`src/verilog/wake_pin_defines.svh`:
```
// Timing counts and reset values for the wake pin monitor.
// Assumes the system clock runs at 40 MHz.
`ifndef WAKE_PIN_DEFINES_SVH
`define WAKE_PIN_DEFINES_SVH

`define CLK_SYS_PERIOD_NS     25
// Shortest accepted filter time; the longest is 25000 ns
`define WAKE_FILTER_MIN_NS    10000
`define WAKE_FILTER_CYCLES    ((`WAKE_FILTER_MIN_NS + `CLK_SYS_PERIOD_NS - 1) / `CLK_SYS_PERIOD_NS)
`define WAKE_PRIME_DONE       2'h3
`define WAKE_FLAG_RST         1'b0
`define WAKE_LEVEL_RST        1'b0

`endif

```
`src/verilog/wake_pin_pkg.sv`:
```
// Types shared by the wake pin monitor and its input filter.
// Assumes the chip mode arrives from the mode controller on the same clock.
package wake_pin_pkg;

  typedef enum logic [2:0] {
    MODE_INIT,
    MODE_NORMAL,
    MODE_STOP,
    MODE_SLEEP,
    MODE_RESTART,
    MODE_FAILSAFE,
    MODE_SWFLASH
  } chip_mode_e;

  typedef struct packed {
    logic wake_pin_enable_bit;
    logic mask_rise;
    logic mask_fall;
  } wake_ctrl_s;

  typedef struct packed {
    logic level;
    logic rise;
    logic fall;
  } wake_evt_s;

endpackage
```
`src/verilog/wake_filter.sv`:
```
// Synchroniser and persistence filter for the wake input pin.
// Assumes an asynchronous pin; emits one-cycle edge pulses.
`timescale 1ns/10ps
`include "wake_pin_defines.svh"

module wake_filter
  import wake_pin_pkg::*;
#(
  parameter int FILT_CYCLES = `WAKE_FILTER_CYCLES,
  parameter int CNT_W       = $clog2(FILT_CYCLES + 1)
) (
  input  wire logic      clk_i,
  input  wire logic      rst_i,
  input  wire logic      pin_i,
  output wake_evt_s      evt_o
);

  typedef struct packed {
    logic             sync1;
    logic             sync2;
    logic [1:0]       prime;
    logic             level;
    logic             rise;
    logic             fall;
    logic [CNT_W-1:0] cnt;
  } filt_s;

  filt_s q;
  filt_s d;

  always_comb begin
    d       = q;
    d.sync1 = pin_i;
    d.sync2 = q.sync1;
    d.rise  = 1'b0;
    d.fall  = 1'b0;
    // Adopt the pin level after reset without reporting a false edge
    if (q.prime != `WAKE_PRIME_DONE) begin
      d.prime = q.prime + 2'h1;
      d.level = q.sync2;
      d.cnt   = '0;
    end else if (q.sync2 == q.level) begin
      d.cnt = '0;
    end else if (q.cnt == CNT_W'(FILT_CYCLES - 1)) begin
      d.level = q.sync2;
      d.rise  = q.sync2;
      d.fall  = !q.sync2;
      d.cnt   = '0;
    end else begin
      d.cnt = q.cnt + CNT_W'(1);
    end
  end

  always_ff @(posedge clk_i or posedge rst_i) begin
    if (rst_i) begin
      q <= '0;
    end else begin
      q <= d;
    end
  end

  assign evt_o = '{level: q.level, rise: q.rise, fall: q.fall};
endmodule // wake_filter

```
`src/verilog/wake_pin_monitor.sv`:
```
// Wake pin monitor: filters the wake input and turns changes into flags or wake requests.
// Assumes chip mode, undervoltage and control bits come from logic on CLK_SYS_I.
//
// Behaviour
// - Either filtered edge counts as wake event
// - Edge must persist for filter time
// - Enable bit switches pin wake capability
// - Undervoltage off ignores all wake events
// - Level bit tracks pin in Normal/Stop/Flash
// - Enabled edge in Sleep leaves Sleep
// - Any edge in Fail-Safe requests Restart
// - Enabled edge in active modes sets flag
// - Rise and fall interrupts masked separately
// - Pending flag wakes right after entering Sleep
`timescale 1ns/10ps
`include "wake_pin_defines.svh"

module wake_pin_monitor
  import wake_pin_pkg::*;
#(
  parameter int FILT_CYCLES = `WAKE_FILTER_CYCLES
) (
  input  wire logic  CLK_SYS_I,
  input  wire logic  RST_I,
  input  wire logic  WAKE_INPUT_I,
  input  chip_mode_e CHIP_MODE_I,
  input  wire logic  UNDERVOLT_OFF_I,
  input  wake_ctrl_s CTRL_I,
  input  wire logic  CLR_FLAG_A_I,
  input  wire logic  CLR_FLAG_B_I,
  output logic       WAKE_PIN_LEVEL_BIT_O,
  output logic       WAKE_PIN_FLAG_A_O,
  output logic       WAKE_PIN_FLAG_B_O,
  output logic       WAKE_IRQ_O,
  output logic       SLEEP_EXIT_O,
  output logic       RESTART_REQ_O
);

  typedef struct packed {
    logic level;
    logic flag_a;
    logic flag_b;
    logic irq;
    logic sleep_exit;
    logic restart;
  } mon_s;

  mon_s      q;
  mon_s      d;
  wake_evt_s evt;
  logic      active_mode;
  logic      any_edge;
  logic      set_a;
  logic      set_b;

  wake_filter #(
    .FILT_CYCLES (FILT_CYCLES)
  ) u_filter (
    .clk_i (CLK_SYS_I),
    .rst_i (RST_I),
    .pin_i (WAKE_INPUT_I),
    .evt_o (evt)
  );

  always_comb begin
    active_mode = 1'b0;
    case (CHIP_MODE_I)
      MODE_NORMAL, MODE_STOP, MODE_SWFLASH: active_mode = 1'b1;
      default: active_mode = 1'b0;
    endcase
  end

  // Below the undervoltage level the pin floats, so none of its edges may count; the level bit still follows it
  assign any_edge = (evt.rise || evt.fall) && !UNDERVOLT_OFF_I;
  assign set_a    = evt.rise && !UNDERVOLT_OFF_I && active_mode
                    && CTRL_I.wake_pin_enable_bit;
  assign set_b    = evt.fall && !UNDERVOLT_OFF_I && active_mode
                    && CTRL_I.wake_pin_enable_bit;

  always_comb begin
    d            = q;
    d.sleep_exit = 1'b0;
    d.restart    = 1'b0;
    if (active_mode) begin
      d.level = evt.level;
    end
    // Set beats clear so an edge in the clearing cycle is kept
    d.flag_a = set_a || (q.flag_a && !CLR_FLAG_A_I);
    d.flag_b = set_b || (q.flag_b && !CLR_FLAG_B_I);
    d.irq    = (d.flag_a && !CTRL_I.mask_rise)
               || (d.flag_b && !CTRL_I.mask_fall);
    if (!UNDERVOLT_OFF_I) begin
      case (CHIP_MODE_I)
        MODE_SLEEP: begin
          // Flags left set by the controller wake at once, by design
          d.sleep_exit = (any_edge && CTRL_I.wake_pin_enable_bit)
                         || q.flag_a || q.flag_b;
        end
        MODE_FAILSAFE: begin
          d.restart = any_edge;
        end
        default: begin
          d.sleep_exit = 1'b0;
        end
      endcase
    end
  end

  always_ff @(posedge CLK_SYS_I or posedge RST_I) begin
    if (RST_I) begin
      q.level      <= `WAKE_LEVEL_RST;
      q.flag_a     <= `WAKE_FLAG_RST;
      q.flag_b     <= `WAKE_FLAG_RST;
      q.irq        <= 1'b0;
      q.sleep_exit <= 1'b0;
      q.restart    <= 1'b0;
    end else begin
      q <= d;
    end
  end

  assign WAKE_PIN_LEVEL_BIT_O = q.level;
  assign WAKE_PIN_FLAG_A_O    = q.flag_a;
  assign WAKE_PIN_FLAG_B_O    = q.flag_b;
  assign WAKE_IRQ_O           = q.irq;
  assign SLEEP_EXIT_O         = q.sleep_exit;
  assign RESTART_REQ_O        = q.restart;
endmodule // wake_pin_monitor

```
`config.mk`:
```
export PLATFORM = sky130hd
export DESIGN_NAME = wake_pin_monitor
export DESIGN_NICKNAME = d
export VERILOG_FILES = /design/src/verilog/wake_pin_pkg.sv /design/src/verilog/wake_filter.sv /design/src/verilog/wake_pin_monitor.sv
export VERILOG_INCLUDE_DIRS = /design/src /design/src/verilog
export SDC_FILE = /design/constraint.sdc
export NUM_CORES = 1
export LEC_CHECK = 0
export BUFFER_PORTS_ARGS = -buffer_cell sky130_fd_sc_hd__buf_2
export CAP_MARGIN = 15
export CELL_PAD_IN_SITES_DETAIL_PLACEMENT = 1
export CELL_PAD_IN_SITES_GLOBAL_PLACEMENT = 1
export CORE_MARGIN = 1
export CORE_UTILIZATION = 45
export CTS_BUF_LIST = sky130_fd_sc_hd__clkbuf_8 sky130_fd_sc_hd__clkbuf_16
export DETAILED_ROUTE_END_ITERATION = 12
export GPL_TIMING_DRIVEN = 0
export PLACE_DENSITY = 0.78
export RECOVER_POWER = 25
export SLEW_MARGIN = 10
export SYNTH_ARGS = -nofsm -noshare
export SYNTH_HDL_FRONTEND = slang
export SYNTH_SLANG_ARGS = --single-unit
export TNS_END_PERCENT = 1
```
`constraint.sdc`:
```
create_clock -name CLK_SYS_I -period 3.35 [get_ports CLK_SYS_I]
set_input_delay 0.335 -clock CLK_SYS_I [delete_from_list [all_inputs] [get_ports CLK_SYS_I]]
set_output_delay 0.335 -clock CLK_SYS_I [all_outputs]
set_load 0.02 [all_outputs]
```
# After elaboration in Yosys (flattened, before gate mapping)
# Index checks and enable logic that the tools add are counted.
[totals] register_bits=22 in_bits=12 output_inout_bits=6
[op_classes] add_sub_neg=2 eq_ne=9 mux=11 n_reduce_logical=27
[op_table] operator="two-way mux 9 bit" count=3
[op_table] operator="logical AND 1 bit" count=12
[op_table] operator="adder 9 x 1 -> 9 bit, second input constant" count=1
[op_table] operator="== test 9 bit, second input constant" count=1
[op_table] operator="== test 3 x 2 -> 1 bit, second input constant" count=2
[op_table] operator="== test 3 bit, second input constant" count=2
[op_table] operator="logical NOT 1 bit" count=6
[op_table] operator="logical OR 1 bit" count=6
[op_table] operator="two-way mux 3 bit" count=2
[op_table] operator="two-way mux 1 bit" count=4
[op_table] operator="two-way mux 2 bit" count=2
[op_table] operator="== test 3 x 1 -> 1 bit, second input constant" count=1
[op_table] operator="OR reduction 3 bit" count=1
[op_table] operator="adder 2 x 1 -> 2 bit, second input constant" count=1
[op_table] operator="inequality test 2 x 1 -> 1 bit, second input constant" count=1
[op_table] operator="inequality test 2 bit, second input constant" count=1
[op_table] operator="AND reduction 2 bit" count=1
[op_table] operator="nonzero test 2 bit" count=1
[op_table] operator="== test 1 bit" count=1

# Depth between registers and ports, before layout
[depth] depth_word=8 ltp_mapped=4 ltp_nobuf=4

# Cells and area by module
# A second synthesis with hierarchy kept.
[unflattened] hier_cells=91 hier_area_um2=1016.0
[by_module_without_submodules] module="wake_filter" n_inst=1 cells_each=62 area_per_inst_um2=710.7 seq_area_each_um2=400.4
[by_module_without_submodules] module="wake_pin_monitor" n_inst=1 cells_each=29 area_per_inst_um2=305.3 seq_area_each_um2=150.1

# Worst setup path before layout
# Ideal clock, no wire load.
[synth_path] path_type="flip-flop to flip-flop" from="register u_filter.q[0] (netlist bit)" to="register u_filter.q (netlist bit u_filter.evt_o[2])" setup_ps=125 arrival_ps=1282 required_ps=3225 slack_ps=1944 path_stages_with_launch=5 cell_sequence="dfrtp_1 ha_1 nand3_4 o31ai_2 mux2_2"
[synth_via] elab_chain_cells=3
[synth_rtl] element="from (decl)" line="wake_filter.sv:28" rtl="filt_s q;"
[synth_rtl] element="from (signal assigned)" line="wake_filter.sv:56" rtl="q <= '0;"
[synth_rtl] element="from (signal assigned)" line="wake_filter.sv:58" rtl="q <= d;"
[synth_rtl] element="== test 9 bit" line="wake_filter.sv:44" rtl="end else if (q.cnt == CNT_W'(FILT_CYCLES - 1)) begin"
[synth_rtl] element="nonzero test 2 bit (no source line)"
[synth_rtl] element="AND reduction 2 bit (no source line)"
# Every way passes these cells.
# A chain may end at the register's enable or synchronous reset.

==> run_results.csv <==
group,metric,value,unit
die,die_y,49.6,um
global_routing,grt_pass1_vias,832,
global_routing,grt_max_degree,23,
sta,post-route-min-period,1.55,ns
global_routing,antenna_found_initial,0,
sta,finalCritPeriodShare,46.2,%
worst_setup_path,path_class,"reg -> reg",
detailed_routing,via_per_inst,5.44,
worst_setup_path,path_max_fanout,9,
detailed_routing,initialDrtViolationCount,9,
detailed_routing,drcViolationCount,0,
power_and_ir_drop,peakVddDrop,0.000343,V
global_routing,grt-ovfl-total,0,
global_routing,met1_usage,20.5,%
detailed_routing,postRouteAntennaNets,0,
cts,clkTransAtPathRegs,0.08,ns
finish,syn_to_final_growth,18.6,%
cts,cts_buffers,3,
sta,whs,0.170,ns
yosys,ys_types,28,
worst_hold_path,hp-start,"WAKE_INPUT_I",
worst_hold_path,hp-class,"in -> reg",
cts,clk_latency,0.26,ns
global_routing,busiest_layer,"met2",
yosys,synth_ff_type,"dfrtp_1",
finish,nets,123,
power_and_ir_drop,powerDensity,473,nW/um^2
global_routing,grt_usage,19.9,%
worst_setup_path,arrival,1.68,ns
sta,tns,0,ns
cts,cts_tree,"yes",
cts,cts_setup_buffers,0,
global_routing,use_met2,37.4,%
cts,post_cts_resized,0,
yosys,synth_area_leaders,"dfrtp_1 (54%), inv_1 (3.3%), mux2_2 (3.3%)",
yosys,synth_nets,101,
sta,relSlewSlack,45.5,%
worst_setup_path,start_kind,"register",
yosys,ys_warn_count,0,
global_routing,grt_first_pass_wirelength,3.60,mm
yosys,synth_top_area_share,53.9,%
yosys,synth.yosys.seq_area_share,53.9,%
die,coreArea,2040,um^2
detailed_routing,wl,2.04,mm
status,status,"completed",
sta,tightestPinTransition,0.816,ns
yosys,synth_common_cells,"dfrtp_1 (22), inv_1 (9), nor2_1 (6), o21ai_0 (6)",
power_and_ir_drop,leakage,0.558,nW
sta,finalHoldViolations,0,
place,dpl_cell_area,1140,um^2
place,routabilityCongestion,0.719,
yosys,ys_async_sr_fraction,100,%
sta,rsz0062_at_grt,"no",
sta,skew,0.00353,ns
cts,clock-sinks,22,
detailed_routing,first_pass_iters,4,
worst_setup_path,r2r_start,"u_filter.q[0]$_DFF_PP0_",
finish,fillers,227,
place,io_buffers,17,
die,dieWidth,49.6,um
detailed_routing,wl_per_cell,15.1,um
yosys,synth_seq_cells,22,
cts,hold_buffers,0,
cts,clockBufferDepth,2,
global_routing,met3_usage,4.94,%
yosys,syn-mean-instance-area,11.7,um^2
cts,cts-root-buf,"clkbuf_8",
finish,stdcell_area,1210,um^2
power_and_ir_drop,power,0.000573,W
detailed_routing,num_vias,734,
run,max_cap_violations,0,
die,die_area,2460,um^2
finish,drive_above_1_share,27.8,%
yosys,netlist_instances,87,
sta,finalSetupViolCount,0,
die,rows,16,
worst_setup_path,cp-end-kind,"register",
worst_setup_path,crit_path_start,"u_filter.q[0]$_DFF_PP0_",
yosys,syn_area,1020,um^2
place,dp_hpwl,1.53,mm
die,initial_core_util,50.0,%
finish,antenna_cells,0,
die,io_pins,18,
yosys,yosysMostFrequentCell,"dfrtp_1",
worst_setup_path,critPathRequiredTime,3.48,ns
sta,fmax,0.647,GHz
cts,h-tree-depth,1,
yosys,synth_edf_count,0,
yosys,synth.largest_area_cell,"dfrtp_1",
sta,finalMaxSlewViolations,0,
sequential cells by signal (all words and copies together), names as in the netlist:
| register | cells |
|---|---|
| WAKE_PIN_FLAG_A_O | 1 |
| RESTART_REQ_O | 1 |
| WAKE_PIN_FLAG_B_O | 1 |
| SLEEP_EXIT_O | 1 |
| WAKE_IRQ_O | 1 |
| u_filter.d | 1 |
| u_filter.q | 12 |
| WAKE_PIN_LEVEL_BIT_O | 1 |
| u_filter.evt_o | 3 |
area by class of cell:
| class | count | area (um^2) | share of cell area, % |
|---|---|---|---|
| multi-input combinational | 55 | 432 | 35.6 |
| inverter | 9 | 33.8 | 2.79 |
| clock buffer | 3 | 41.3 | 3.41 |
| sequential | 22 | 551 | 45.5 |
| timing repair buffer | 17 | 85.1 | 7.02 |
| tap | 27 | 33.8 | 2.79 |
| buffer | 1 | 5.00 | 0.413 |
| clock inverter | 1 | 30.0 | 2.48 |
worst paths after layout:
kind,cells past startpoint,slack [ns],to
worst max register to register,4,1.80,u_filter.q[2]$_DFF_PP0_
worst min-delay path,1,0.17,u_filter.d[14]$_DFF_PP0_
worst min register to register,0,0.35,u_filter.q[14]$_DFF_PP0_
min in group asynchronous,2,0.23,RESTART_REQ_O$_DFF_PP0_
max in group asynchronous,2,2.62,u_filter.q[7]$_DFF_PP0_
worst max-delay path,4,1.80,u_filter.q[2]$_DFF_PP0_
report_power, final:
part	leakage, nW	internal (W)	switching (W)
clock network	0.0357	0.000160	0.0000858
registers	0.285	0.000275	0.00000897
logic	0.237	0.0000181	0.0000255
total	0.558	0.000452	0.000120
critical path, cell delays in order (launching register included):
cell      delay, ns
dfrtp_1        0.39
ha_1           0.24
nand3_4        0.15
o311ai_4       0.52
nor2_1         0.11
metrics by stage:
step	setup slack (ns)	utilization (%)	std cells
4_1_cts	1.79	59.3	135
3_3_place_gp	1.86	55.8	131
6_report	1.80	59.3	135
3_5_place_dp	1.81	55.8	131
5_1_grt	1.69	59.3	135
2_1_floorplan	1.94	-	87
per-layer routing:
layer / wire length (um) / part of all wire [%]
met3: 87 / 4.3
met1: 825 / 40
met4: 21 / 1.0
met5: 0 / 0
met2: 1110 / 54
cell usage in the layout (no fill, tap or decap), types with 2 or more instances in the layout:
master	synthesis	layout
dfrtp_1	22	22
buf_2	1	18
inv_1	9	9
o21ai_0	6	6
nor2_1	6	6
or3_1	4	4
a21oi_1	4	4
nand4_1	3	3
nand2_1	3	3
xnor2_1	3	3
mux2_2	3	3
clkbuf_8	0	3
and4b_1	2	2
nand3_1	2	2
xor2_1	2	2
a22o_1	2	2
nor3b_1	2	2
ha_1	2	2
logic make-up (layout without fill, tap and decap cells):
| kind of cell | count (synthesis) | in the layout | synth area share (%) |
|---|---|---|---|
| DFF | 22 | 22 | 53.9 |
| xor gates and xnor gates | 5 | 5 | 4.29 |
| AOI/OAI and AO/OA | 18 | 18 | 13.8 |
| muxes | 3 | 3 | 3.31 |
| adders and majority gates | 2 | 2 | 2.45 |
| and+or+nand+nor | 27 | 27 | 18.4 |
| buffers and inverters | 10 | 31 | 3.80 |
(Power assumes the default switching activity.)
